File: src/scw_pkg.sv
// scw_pkg: constants, field positions and types for the synth control word block
// assumes: one 50 MHz system clock, serial programming port sampled on that clock
`default_nettype none

package scw_pkg;

    // clock and timing
    localparam int CLK_PERIOD_NS = 20;
    localparam int UPD_PULSE_NS = 60;
    localparam int UPD_PULSE_CYC = (UPD_PULSE_NS + CLK_PERIOD_NS - 1) / CLK_PERIOD_NS;

    // widths
    localparam int CTRL_BITS = 12;
    localparam int OSK_W = 12;
    localparam int WORD_W = 32;

    // instruction byte layout
    localparam int INSTR_RD_BIT = 7;
    localparam int INSTR_ADDR_W = 4;

    // register addresses and lengths (length in bytes minus one)
    localparam logic [3:0] ADDR_CTRL = 4'h7;
    localparam logic [3:0] ADDR_OSK = 4'h8;
    localparam logic [1:0] LEN_CTRL = 2'h3;
    localparam logic [1:0] LEN_OSK = 2'h1;
    localparam logic [1:0] LEN_OTHER = 2'h0;

    // control word field positions
    localparam int MODE_HI = 11;
    localparam int MODE_LO = 9;
    localparam int UPD_INT = 8;
    localparam int ISINC_BYP = 6;
    localparam int OSK_EN = 5;
    localparam int OSK_INT = 4;
    localparam int LSB_FIRST = 1;
    localparam int SDO_EN = 0;

    // writable bits: reserved 7, 3 and 2 held at zero
    localparam logic [CTRL_BITS-1:0] CTRL_WMASK = 12'hF73;
    localparam logic [CTRL_BITS-1:0] CTRL_RESET = 12'h000;
    localparam logic [OSK_W-1:0] OSK_RESET = 12'h000;
    localparam logic [OSK_W-1:0] OSK_FULL = 12'hFFF;

    // mode field codes
    localparam logic [2:0] MODE_SINGLE = 3'h0;
    localparam logic [2:0] MODE_FSK = 3'h1;
    localparam logic [2:0] MODE_RFSK = 3'h2;
    localparam logic [2:0] MODE_CHIRP = 3'h3;
    localparam logic [2:0] MODE_BPSK = 3'h4;

    typedef enum logic [4:0] {
        SCW_SINGLE = 5'b00001,
        SCW_FSK = 5'b00010,
        SCW_RFSK = 5'b00100,
        SCW_CHIRP = 5'b01000,
        SCW_BPSK = 5'b10000
    } scw_mode_t;

    typedef enum logic [3:0] {
        SP_IDLE = 4'b0001,
        SP_INSTR = 4'b0010,
        SP_WRITE = 4'b0100,
        SP_READ = 4'b1000
    } scw_sp_t;

    typedef struct packed {
        logic sclk;
        logic cs_n;
        logic sdio;
        logic upd;
    } scw_pins_t;

endpackage : scw_pkg

`default_nettype wire

File: src/scw_ctrl.sv
// scw_ctrl: low fields of the synth control word, keying multiplier and serial port
// assumes: pins arrive asynchronously and are synchronised here; sclk much slower than ref_clk
//
// Contract
// the mode field in bits 11 to 9 selects single tone, fsk, ramped fsk, chirp or bpsk.
// bit 8 set makes the update strobe pin an output driven by an internal update strobe.
// bit 8 clear makes the update strobe pin an input that the outside drives to update.
// the host writes zero to reserved bits 7, 3 and 2.
// bit 6 set sends synthesizer data straight to keying logic and stops the filter clock.
// bit 6 resets to zero so the filter is in the path and clocked.
// bit 5 set enables output amplitude ramping with the source chosen by bit 4.
// bit 4 set makes the keying factor internally and applies it to the cosine path.
// bit 4 clear, its reset value, takes the keying factor from the keying multiplier.
// the keying multiplier resets to zero so the scaled output is off after power-up; here osk_scale resets to full scale since keying is off.
// bit 1 picks serial bit order, zero msb first after reset, one lsb first.
// bit 0 enables the separate read-out pin and resets to zero, leaving it inactive.
// each transaction under chip select starts with an instruction byte, then data bytes.
// read data leaves on the data pin, or on the read-out pin when that pin is enabled.
`default_nettype none

module scw_ctrl
    import scw_pkg::*;
#(
    parameter int UPD_INTERVAL = 1024,
    parameter int RAMP_DIV = 4
) (
    // clock and reset
    input wire logic ref_clk,
    input wire logic rst,
    // serial programming port
    input wire logic sclk,
    input wire logic cs_n,
    input wire logic sdio_in,
    output logic sdio_out,
    output logic sdio_oe,
    output logic serial_read_out,
    output logic serial_read_out_oe,
    // register update strobe pin
    input wire logic register_update_strobe_in,
    output logic register_update_strobe_out,
    output logic register_update_strobe_oe,
    // datapath
    input wire logic [OSK_W-1:0] dds_sample,
    input wire logic [OSK_W-1:0] isinc_sample,
    output logic [OSK_W-1:0] keying_sample,
    output logic [OSK_W-1:0] osk_scale,
    output logic isinc_clk_en,
    // decoded settings
    output scw_mode_t op_mode,
    output logic shaped_output_keying,
    output logic lsb_first
);

    ////////////////////////////////////////////////////////////////////////////////
    // pin synchronisers and edges

    scw_pins_t pin_raw;
    scw_pins_t pin_s;
    logic sclk_d;
    logic upd_d;
    logic sclk_rise;
    logic sclk_fall;
    logic upd_rise;

    assign pin_raw = '{sclk: sclk, cs_n: cs_n, sdio: sdio_in, upd: register_update_strobe_in};

    scw_sync #(.W($bits(scw_pins_t))) u_sync (
        .clk(ref_clk),
        .rst(rst),
        .d(pin_raw),
        .q(pin_s)
    );

    always_ff @(posedge ref_clk) begin
        if (rst) begin
            sclk_d <= 1'b0;
            upd_d <= 1'b0;
        end else begin
            sclk_d <= pin_s.sclk;
            upd_d <= pin_s.upd;
        end
    end

    assign sclk_rise = pin_s.sclk && !sclk_d;
    assign sclk_fall = !pin_s.sclk && sclk_d;
    assign upd_rise = pin_s.upd && !upd_d;

    ////////////////////////////////////////////////////////////////////////////////
    // registers: written into buffers, moved to active on an update strobe

    logic [CTRL_BITS-1:0] ctrl_buf;
    logic [CTRL_BITS-1:0] ctrl_act;
    logic [OSK_W-1:0] osk_buf;
    logic [OSK_W-1:0] osk_act;
    logic wr_commit;
    logic upd_evt;
    logic int_tick;
    logic [INSTR_ADDR_W-1:0] addr;
    logic [WORD_W-1:0] wr_word;

    scw_tick #(.PERIOD(UPD_INTERVAL)) u_upd_tick (
        .clk(ref_clk),
        .rst(rst),
        .en(ctrl_act[UPD_INT]),
        .tick(int_tick)
    );

    // a write in the same cycle as an update lands in the buffer and waits for the next one
    assign upd_evt = ctrl_act[UPD_INT] ? int_tick : upd_rise;

    always_ff @(posedge ref_clk) begin
        if (rst) begin
            ctrl_buf <= CTRL_RESET;
            osk_buf <= OSK_RESET;
        end else if (wr_commit && addr == ADDR_CTRL) begin
            ctrl_buf <= wr_word[CTRL_BITS-1:0] & CTRL_WMASK;
        end else if (wr_commit && addr == ADDR_OSK) begin
            osk_buf <= wr_word[OSK_W-1:0];
        end
    end

    always_ff @(posedge ref_clk) begin
        if (rst) begin
            ctrl_act <= CTRL_RESET;
            osk_act <= OSK_RESET;
        end else if (upd_evt) begin
            ctrl_act <= ctrl_buf;
            osk_act <= osk_buf;
        end
    end

    ////////////////////////////////////////////////////////////////////////////////
    // internal update strobe drive

    logic [1:0] upd_hold;

    always_ff @(posedge ref_clk) begin
        if (rst || !ctrl_act[UPD_INT]) begin
            upd_hold <= 2'h0;
            register_update_strobe_out <= 1'b0;
        end else if (int_tick) begin
            upd_hold <= 2'(UPD_PULSE_CYC - 1);
            register_update_strobe_out <= 1'b1;
        end else if (upd_hold != 2'h0) begin
            upd_hold <= upd_hold - 2'h1;
        end else begin
            register_update_strobe_out <= 1'b0;
        end
    end

    assign register_update_strobe_oe = ctrl_act[UPD_INT];

    ////////////////////////////////////////////////////////////////////////////////
    // serial port engine

    scw_sp_t state;
    logic [2:0] bit_cnt;
    logic [1:0] byte_cnt;
    logic [7:0] rx_sh;
    logic [7:0] rx_next;
    logic [1:0] reg_len;
    logic [1:0] byte_idx;
    logic [WORD_W-1:0] rd_word;
    logic [7:0] rd_byte;
    logic tx_bit;
    logic bit_last;

    assign lsb_first = ctrl_act[LSB_FIRST];
    assign bit_last = bit_cnt == 3'h7;
    assign rx_next = lsb_first ? {pin_s.sdio, rx_sh[7:1]} : {rx_sh[6:0], pin_s.sdio};

    always_comb begin
        if (addr == ADDR_CTRL) begin
            reg_len = LEN_CTRL;
            rd_word = WORD_W'(ctrl_act);
        end else if (addr == ADDR_OSK) begin
            reg_len = LEN_OSK;
            rd_word = WORD_W'(osk_act);
        end else begin
            reg_len = LEN_OTHER;
            rd_word = '0;
        end
    end

    // byte order follows bit order: lsb-first mode also sends the low byte first
    assign byte_idx = lsb_first ? byte_cnt : reg_len - byte_cnt;
    assign rd_byte = rd_word[{byte_idx, 3'b000} +: 8];

    always_ff @(posedge ref_clk) begin
        if (rst || pin_s.cs_n) begin
            state <= SP_IDLE;
            bit_cnt <= 3'h0;
            byte_cnt <= 2'h0;
        end else begin
            unique case (state)
                SP_IDLE: begin
                    state <= SP_INSTR;
                end
                SP_INSTR: begin
                    if (sclk_rise) begin
                        bit_cnt <= bit_cnt + 3'h1;
                        byte_cnt <= 2'h0;
                        if (bit_last) begin
                            state <= rx_next[INSTR_RD_BIT] ? SP_READ : SP_WRITE;
                        end
                    end
                end
                SP_WRITE, SP_READ: begin
                    if (sclk_rise) begin
                        bit_cnt <= bit_cnt + 3'h1;
                        if (bit_last) begin
                            byte_cnt <= byte_cnt + 2'h1;
                            if (byte_cnt == reg_len) begin
                                state <= SP_INSTR;
                            end
                        end
                    end
                end
            endcase
        end
    end

    always_ff @(posedge ref_clk) begin
        if (rst) begin
            rx_sh <= 8'h00;
            addr <= '0;
            wr_word <= '0;
            wr_commit <= 1'b0;
        end else begin
            wr_commit <= 1'b0;
            if (sclk_rise && (state == SP_INSTR || state == SP_WRITE)) begin
                rx_sh <= rx_next;
                if (bit_last && state == SP_INSTR) begin
                    addr <= rx_next[INSTR_ADDR_W-1:0];
                end
                if (bit_last && state == SP_WRITE) begin
                    wr_word[{byte_idx, 3'b000} +: 8] <= rx_next;
                    wr_commit <= byte_cnt == reg_len;
                end
            end
        end
    end

    // read bits change on falling sclk so the host samples them stable on the rise
    always_ff @(posedge ref_clk) begin
        if (rst) begin
            tx_bit <= 1'b0;
        end else if (sclk_fall && state == SP_READ) begin
            tx_bit <= lsb_first ? rd_byte[bit_cnt] : rd_byte[3'h7 - bit_cnt];
        end
    end

    assign sdio_out = tx_bit;
    assign serial_read_out = tx_bit;
    assign sdio_oe = state == SP_READ && !ctrl_act[SDO_EN];
    assign serial_read_out_oe = ctrl_act[SDO_EN];

    ////////////////////////////////////////////////////////////////////////////////
    // mode decode and output keying path

    logic ramp_tick;
    logic [OSK_W-1:0] ramp;
    logic ramp_on;

    assign shaped_output_keying = ctrl_act[OSK_EN];
    assign ramp_on = ctrl_act[OSK_EN] && ctrl_act[OSK_INT];

    scw_tick #(.PERIOD(RAMP_DIV)) u_ramp_tick (
        .clk(ref_clk),
        .rst(rst),
        .en(ramp_on),
        .tick(ramp_tick)
    );

    always_ff @(posedge ref_clk) begin
        if (rst || !ramp_on) begin
            ramp <= OSK_RESET;
        end else if (ramp_tick && ramp != OSK_FULL) begin
            ramp <= ramp + 1'b1;
        end
    end

    // undefined mode codes fall back to single tone
    always_ff @(posedge ref_clk) begin
        if (rst) begin
            op_mode <= SCW_SINGLE;
        end else begin
            unique case (ctrl_act[MODE_HI:MODE_LO])
                MODE_SINGLE: op_mode <= SCW_SINGLE;
                MODE_FSK: op_mode <= SCW_FSK;
                MODE_RFSK: op_mode <= SCW_RFSK;
                MODE_CHIRP: op_mode <= SCW_CHIRP;
                MODE_BPSK: op_mode <= SCW_BPSK;
                default: op_mode <= SCW_SINGLE;
            endcase
        end
    end

    always_ff @(posedge ref_clk) begin
        if (rst) begin
            keying_sample <= '0;
            isinc_clk_en <= 1'b1;
        end else begin
            keying_sample <= ctrl_act[ISINC_BYP] ? dds_sample : isinc_sample;
            isinc_clk_en <= !ctrl_act[ISINC_BYP];
        end
    end

    // with keying off the multiplier passes full scale
    always_ff @(posedge ref_clk) begin
        if (rst) begin
            osk_scale <= OSK_FULL;
        end else if (!ctrl_act[OSK_EN]) begin
            osk_scale <= OSK_FULL;
        end else if (ctrl_act[OSK_INT]) begin
            osk_scale <= ramp;
        end else begin
            osk_scale <= osk_act;
        end
    end

    ////////////////////////////////////////////////////////////////////////////////
    // checks

    mode_decode_a: assert property (@(posedge ref_clk) disable iff (rst)
        ctrl_act[MODE_HI:MODE_LO] == MODE_BPSK |=> op_mode == SCW_BPSK)
        else $error("bpsk code not decoded");

    upd_out_dir_a: assert property (@(posedge ref_clk) disable iff (rst)
        ctrl_act[UPD_INT] && int_tick
        |=> register_update_strobe_out && register_update_strobe_oe == $past(ctrl_buf[UPD_INT]))
        else $error("internal update strobe not driven");

    upd_in_dir_a: assert property (@(posedge ref_clk) disable iff (rst)
        !ctrl_act[UPD_INT] && upd_rise
        |=> ctrl_act == $past(ctrl_buf) && register_update_strobe_oe == $past(ctrl_buf[UPD_INT]))
        else $error("external update did not load control word");

    rsv_bits_a: assert property (@(posedge ref_clk) disable iff (rst)
        ctrl_buf[7] == 1'b0 && ctrl_buf[3:2] == 2'h0)
        else $error("reserved control bits not zero");

    isinc_bypass_a: assert property (@(posedge ref_clk) disable iff (rst)
        ctrl_act[ISINC_BYP] |=> !isinc_clk_en && keying_sample == $past(dds_sample))
        else $error("filter bypass path wrong");

    reset_ctrl_a: assert property (@(posedge ref_clk)
        $past(rst) && !rst |-> ctrl_act == CTRL_RESET && isinc_clk_en && !serial_read_out_oe)
        else $error("control word not cleared by reset");

    osk_int_a: assert property (@(posedge ref_clk) disable iff (rst)
        ramp_on && $past(ramp_on) |=> osk_scale == $past(ramp))
        else $error("internal keying factor not applied");

    osk_ext_a: assert property (@(posedge ref_clk) disable iff (rst)
        ctrl_act[OSK_EN] && !ctrl_act[OSK_INT] |=> osk_scale == $past(osk_act))
        else $error("keying factor not from multiplier");

    osk_reset_a: assert property (@(posedge ref_clk)
        $past(rst) && !rst |-> osk_act == OSK_RESET && osk_buf == OSK_RESET)
        else $error("keying multiplier not cleared");

    bit_order_a: assert property (@(posedge ref_clk) disable iff (rst)
        state == SP_INSTR && sclk_rise && lsb_first |=> rx_sh[7] == $past(pin_s.sdio))
        else $error("lsb first shift wrong");

    read_pin_a: assert property (@(posedge ref_clk) disable iff (rst)
        state == SP_READ |-> sdio_oe != serial_read_out_oe)
        else $error("read data on wrong pin");

    instr_len_a: assert property (@(posedge ref_clk) disable iff (rst)
        $past(state) == SP_INSTR && state != SP_INSTR && !$past(pin_s.cs_n)
        |-> $past(bit_cnt) == 3'h7 && $past(sclk_rise))
        else $error("instruction not eight bits");

endmodule : scw_ctrl

`default_nettype wire

File: src/scw_sync.sv
// scw_sync: two-flop synchroniser for a group of pin levels
// assumes: inputs asynchronous to clk; only q is read downstream
`default_nettype none

module scw_sync #(
    parameter int W = 4
) (
    // clock and reset
    input wire logic clk,
    input wire logic rst,
    // levels
    input wire logic [W-1:0] d,
    output logic [W-1:0] q
);

    logic [W-1:0] meta;

    always_ff @(posedge clk) begin
        if (rst) begin
            meta <= '0;
            q <= '0;
        end else begin
            meta <= d;
            q <= meta;
        end
    end

endmodule : scw_sync

`default_nettype wire

File: src/scw_tick.sv
// scw_tick: divider giving a one-cycle enable every PERIOD cycles
// assumes: PERIOD of at least 2; count restarts whenever en drops
`default_nettype none

module scw_tick #(
    parameter int PERIOD = 16
) (
    // clock and reset
    input wire logic clk,
    input wire logic rst,
    // control
    input wire logic en,
    output logic tick
);

    localparam int CW = $clog2(PERIOD);

    logic [CW-1:0] cnt;

    always_ff @(posedge clk) begin
        if (rst || !en) begin
            cnt <= '0;
            tick <= 1'b0;
        end else if (cnt == CW'(PERIOD - 1)) begin
            cnt <= '0;
            tick <= 1'b1;
        end else begin
            cnt <= cnt + 1'b1;
            tick <= 1'b0;
        end
    end

endmodule : scw_tick

`default_nettype wire

File: config.mk
export PLATFORM = sky130hd
export DESIGN_NAME = scw_ctrl
export DESIGN_NICKNAME = d
export VERILOG_FILES = /design/src/scw_pkg.sv /design/src/scw_ctrl.sv /design/src/scw_sync.sv /design/src/scw_tick.sv
export SDC_FILE = /design/constraint.sdc
export NUM_CORES = 1
export LEC_CHECK = 0
export BUFFER_PORTS_ARGS = -buffer_cell sky130_fd_sc_hd__buf_2
export CAP_MARGIN = 10
export CORE_MARGIN = 3
export CORE_UTILIZATION = 40
export DETAILED_ROUTE_END_ITERATION = 10
export PLACE_DENSITY_LB_ADDON = 0.2
export SETUP_SLACK_MARGIN = 0.3
export SKIP_CTS_REPAIR_TIMING = 1
export SYNTH_ARGS = -nofsm -noshare
export SYNTH_HDL_FRONTEND = slang
export SYNTH_SLANG_ARGS = --single-unit
File: constraint.sdc
create_clock -name ref_clk -period 2.9 [get_ports ref_clk]
set_input_delay 0.29 -clock ref_clk [delete_from_list [all_inputs] [get_ports ref_clk]]
set_output_delay 0.29 -clock ref_clk [all_outputs]
set_load 0.1 [all_outputs]
* After elaboration in Yosys (flattened, before gate mapping)
Index checks and enable logic that the tools add are counted.
** Storage, ports and cells
- Bits in registers :: 166
- Latch bits :: 0
- RAM bits :: 0
- Bits in read-only memories :: 0
- Input port bits :: 30
- Output and inout bits :: 38
- Word-level logic and storage cells :: 139
- Memories :: 0
** Cells by class
- Add/sub/neg operators :: 9
- Multipliers :: 0
- Divide/modulo/power cells :: 0
- Magnitude comparators :: 2
- Equal/unequal tests :: 21
- Shift-type cells :: 3
- Multiplexer cells :: 33
- Bitwise gates (word level) :: 4
- Reduce and logical (&&, ||, !) cells :: 39
** Operator list (number)
- 12-bit two-way mux :: 4
- 32-bit bitwise mux :: 1
- 8-bit by 7-bit variable shift with 32-bit output, first input constant :: 1
- 32-bit by 6-bit variable part select with 8-bit output :: 1
- 8-bit by 7-bit variable part select with 32-bit output :: 1
- 4-bit two-way mux :: 6
- 5-bit one-hot mux with 4 select lines :: 1
- 2-bit two-way mux :: 7
- 12-bit by 1-bit adder with 12-bit output, second input constant :: 1
- 1-bit logical AND :: 12
- 12-bit != test, second input constant :: 1
- 4-bit one-hot mux with 3 select lines :: 1
- 10-bit by 1-bit adder with 10-bit output, second input constant :: 1
- 10-bit == test, second input constant :: 1
- 2-bit != test, second input constant :: 5
- 2-bit OR reduction :: 5
- 1-bit two-way mux :: 9
- 4-bit by 3-bit == test with 1-bit output, second input constant :: 2
- 4-bit == test, second input constant :: 2
- 3-bit by 4-bit < comparator with 1-bit output, second input constant :: 2
- 8-bit two-way mux :: 1
- 2-bit AND reduction :: 4
- 1-bit logical NOT :: 7
- 5-bit negation with 7-bit output :: 1
- other kinds (21) :: 34

* Longest topological paths before layout
- Word-level depth :: 9
- Gate-level depth with buffers :: 14
- Depth with buffers taken out :: 11

* Hierarchy
From an unflattened synthesis, not the netlist that was laid out.
** Second synthesis, totals
- Cell total of the unflattened synthesis :: 670
- Area total of the unflattened synthesis :: 6049.6 um^2
** By module, submodules not included
- scw_ctrl :: times used 1, cells each 594, area each 5242.5 um^2, seq. area each 2482.4 um^2
- scw_tick (u_upd_tick) :: times used 1, cells each 53, area each 488.0 um^2, seq. area each 220.2 um^2
- scw_sync :: times used 1, cells each 16, area each 210.2 um^2, seq. area each 160.2 um^2
- scw_tick (u_ramp_tick) :: times used 1, cells each 7, area each 108.9 um^2, seq. area each 60.1 um^2

* Least setup slack after synthesis
No wires, ideal clock.
- Path type :: register to register
- From :: reg addr[0]
- To :: reg tx_bit (netlist: sdio_out)
- Library setup time :: 139 ps
- Arrival time :: 3069 ps
- Required time :: 2761 ps
- Slack :: -308 ps
- Stages on the path, launching flop included :: 14
- Path buffers :: 3
- Clock period less this slack :: 3208 ps
- Cells stage by stage :: dfxtp_1 -> and4b_1 -> buf_6 -> buf_2 -> buf_1 -> nor2_1 -> ha_1 -> nor2b_1 -> nor2_2 -> mux4_2 -> a211oi_1 -> a31oi_1 -> o221ai_1 -> a311oi_2
** Between the ends
- Cells in the longest elaborated chain, start to end :: 9
- Elaborated cells on any way between the ends :: 14
- Classes of those cells :: add/sub: 1; eq/ne: 2; shift: 1; mux: 10
** RTL lines
- from (decl) :: RTL line scw_ctrl.sv:98 : logic [INSTR_ADDR_W-1:0] addr;
- from (signal assigned) :: RTL line scw_ctrl.sv:234 : addr <= rx_next[INSTR_ADDR_W-1:0];
- 4-bit == test :: RTL line scw_ctrl.sv:176 : end else if (addr == ADDR_OSK) begin
- 1-bit two-way mux :: RTL line scw_ctrl.sv:176
- 2-bit two-way mux :: RTL line scw_ctrl.sv:173 : if (addr == ADDR_CTRL) begin
- 2-bit subtractor :: RTL line scw_ctrl.sv:186 : assign byte_idx = lsb_first ? byte_cnt : reg_len - byte_cnt;
- 2-bit two-way mux :: RTL line scw_ctrl.sv:186
- 32-bit by 6-bit variable part select with 8-bit output * :: RTL line scw_ctrl.sv:187 : assign rd_byte = rd_word[{byte_idx, 3'b000} +: 8];
- 1-bit binary-select mux with 3-bit select :: RTL line scw_ctrl.sv:249 : tx_bit <= lsb_first ? rd_byte[bit_cnt] : rd_byte[3'h7 - bit_cnt];
- 1-bit two-way mux (not written as such) :: RTL line scw_ctrl.sv:249
- 1-bit two-way mux * :: RTL line scw_ctrl.sv:249
- to (signal assigned) :: RTL line scw_ctrl.sv:249
- to (decl) :: RTL line scw_ctrl.sv:165 : logic tx_bit;
Every way passes the cells marked *; elsewhere a longest branch is shown, timed or not. The select of a mux whose other input is x is not followed.
A chain may end at the register's enable or synchronous reset.

* Worst setup path in the final report
- From :: reg addr[2]
- To :: reg tx_bit (netlist: sdio_out)
Same word-level chain as after synthesis.

==> summary.md <==
| Metric | Value |
|---|---|
| Critical Path Sink Type | `flop` |
| Sequential area share after synthesis | `between 40% and 50%` |
| Register area | `2930 um2` |
| DR vias | `4842` |
| Routed Antenna Nets | `0` |
| CP Max Fanout | `5` |
| CTS tree | `yes` |
| Run status | `finished, final reports clean` |
| Post-Synthesis Cells | `677` |
| Actual slew at the worst max-slew pin | `roughly 0.74 ns` |
| Number of global-route vias before repair | `between 4000 and 5000` |
| # placed instances | `898` |
| Design area | `between 7000 and 8000 um2` |
| Gpl congestion | `0.804` |
| Final cycle utilization of the critical path | `between 90% and 100%` |
| Largest net degree at the start of global routing | `between 50 and 60` |
| R2R depth | `10` |
| Core Rows | `between 40 and 50` |
| DRC errors left | `0` |
| Max cap viols | `0` |
| Total gr overflow | `0` |
| Most used DFF post-synth | `dfxtp_1` |
| Setup TNS Final | `0 ns` |
| Die Ht | `129 um` |
| H-tree levels | `4` |
| Total CTS buffers | `17` |
| Static leakage | `2.57 nW` |
| Asr flop ratio synth | `0%` |
| Worst setup SP type | `flop` |
| Multi-input gate area | `around 2900 um2` |
| Initial antenna violation count | `0` |
| PwrDens | `roughly 620 nW/um2` |
| Starting Density | `41.1%` |
| Synth unique cells | `between 50 and 60` |
| Ys Warns | `0` |
| Post-DP HPWL | `10000 um` |
| Synth Area per Inst | `8.90 um2` |
| Overall Global Routing Usage | `between 15 and 20%` |
| Final hold violations | `0` |
| Ports | `68` |
| Peak supply drop | `between 0.4 and 0.5 mV` |
| Post-DP Area | `6540 um2` |
| Area Growth Syn to Fin | `19.8%` |
| Clock Path Buffers | `2` |
| ANT cells | `0` |
| Hold path cells | `2` |
| Layout cells sized above 1 | `19.6%` |
| Worst r2r src | `addr[2]` |
| CTS root buf | `clkbuf_16` |
| Count of pins over their slew limit | `0` |
| Worst-Skew Late Latency | `around 0.42 ns` |
| RSZ-0062 raised after global routing | `true` |
| DR pass1 iterations | `4` |
| Core ar. | `~15000 um2` |
| Die area | `~17000 um2` |
| Clock sink count | `approximately 150` |
| Avg WL per Cell | `roughly 15 um` |
| Critical Path AT | `2.97 ns` |
| # fillers | `approximately 1400` |
| Hold WC Path Type | `input port to flop` |
| Req. time, crit path | `3.17 ns` |
| Die Wd | `between 100 and 150 um` |
| Post-Syn Area | `between 6000 and 7000 um2` |
| Final min period | `about 2.7 ns` |
| Synth Register Bits | `between 100 and 150` |
| Slew margin rel. | `between 50% and 60%` |
| Finish-stage setup viols | `0` |
| Peak Freq | `~0.37 GHz` |
| Worst r2r dst | `sdio_out` |
| WS Path Type | `flop to flop` |
| Total Wirelength | `14300 um` |
| Post-synth EDFFs | `0` |
| Clock Skew | `roughly 0.010 ns` |
| DR vias/cell | `approximately 5.2` |
| Initial drt markers | `317` |
| Fin cells | `935` |
| Hold EP | `u_sync.meta[2]` |
| Nets | `between 700 and 800` |
| Port bufs | `67` |
| Worst-path clk slew | `approximately 0.060 ns` |
| Mapped Nets | `between 700 and 800` |
| Min-delay src | `cs_n` |
| First-pass GRT wire length | `around 23000 um` |
| Reg2reg setup slack | `about 0.2 ns` |
-- through the flow --
step	util (%)	setup WS, ns	hold slack (ns)	power, W
6_report	49.3	0.196	0.0754	0.00447
5_1_grt	49.3	0.0900	0.0893	0.00462
4_1_cts	48.9	0.114	0.0590	0.00452
3_5_place_dp	44.6	0.139	0.422	0.00224
3_3_place_gp	44.6	0.257	0.417	0.00224
2_1_floorplan	-	0.189	0.408	0.00220
-- flip-flops by register name (all words and copies together), names as in the netlist, 2 cells and up --
| name | count |
|---|---|
| keying_sample | 12 |
| osk_act | 12 |
| osk_buf | 12 |
| osk_scale | 12 |
| ramp | 12 |
| wr_word | 12 |
| u_upd_tick.cnt | 10 |
| ctrl_act | 9 |
| ctrl_buf | 9 |
| rx_sh | 8 |
| op_mode | 5 |
| addr | 4 |
| state | 4 |
| u_sync.meta | 4 |
| u_sync.q | 4 |
| bit_cnt | 3 |
| byte_cnt | 2 |
| u_ramp_tick.cnt | 2 |
| upd_hold | 2 |
-- power by group --
part / total (W) / switching [W] / leakage (nW) / internal [W]
registers: 0.00203 / 0.00000989 / 1.18 / 0.00202
logic: 0.000162 / 0.000121 / 1.09 / 0.0000407
clock network: 0.00227 / 0.000848 / 0.296 / 0.00143
-- cell usage in the layout, fill, tap and decap left out, types with 11 or more instances in the layout --
cell | synthesis | final
buf_2 | 4 | 67
buf_4 | 3 | 16
mux2i_1 | 36 | 36
dfxtp_1 | 146 | 143
inv_1 | 13 | 13
nor2_1 | 73 | 72
clkbuf_16 | 0 | 17
nand2_1 | 112 | 112
nand3_1 | 29 | 29
o21ai_0 | 12 | 11
a21oi_1 | 61 | 61
nor2b_1 | 15 | 14
xnor2_1 | 12 | 12
-- how the worst max path moves through the flow --
stage          slack, ns  cells past startpoint       end     from
2_1_floorplan       0.19                     13  sdio_out  addr[2]
3_3_place_gp        0.26                     10  sdio_out  addr[0]
3_5_place_dp        0.14                     10  sdio_out  addr[0]
4_1_cts             0.11                     10  sdio_out  addr[0]
5_1_grt             0.09                     10  sdio_out  addr[2]
6_report            0.20                     10  sdio_out  addr[2]
-- synth_stat cells (all sizes together), types with 9 or more instances --
cell type	instances	area, um2
inv	13	48.8
nand3	29	145
a21oi	61	305
nor2b	16	103
mux2	9	101
mux2i	37	383
xnor2	12	105
dfxtp	146	2920
buf	13	87.6
clkbuf	29	109
a211oi	11	82.6
nand2b	9	56.3
xor2	10	106
nand2	112	420
nor2	74	280
o21ai	12	60.1
-- cells by family after synthesis --
kind of cell,Yosys count,synth area share [%]
and+or+nand+nor,283,22.0
DFF,146,48.5
AOI/OAI and AO/OA,116,11.8
buffers and inverters,55,4.07
muxes,47,8.41
xor gates and xnor gates,22,3.51
adders and majority gates,8,1.66
-- routing by layer --
layer	global-route usage (%)	vias up	part of all wire [%]
met1	22.5	2289	46
met5	0	-	0
met4	6.49	0	1.4
li1	-	2440	-
met2	28.3	96	49
met3	5.15	17	4.3
-- final cells by class --
class / instances / area share, %
clock buffers: 21 / 6.52
repair buffers: 84 / 6.47
flip-flops and latches: 146 / 40.6
multi-input cells: 476 / 40.5
clock inverters: 11 / 2.12
inverters: 13 / 0.676
well taps: 184 / 3.19
-- critical path: stages, from the launching register on --
cell and delay [ns]:
dfxtp_2 0.34, nor4b_4 0.35, nor2_4 0.09, ha_4 0.27
nor2b_4 0.14, nor2_4 0.16, mux4_2 0.55, a211oi_2 0.20
a31oi_1 0.07, o221ai_1 0.26, a311oi_2 0.13
Note: power is estimated with default switching activity, not from simulation.
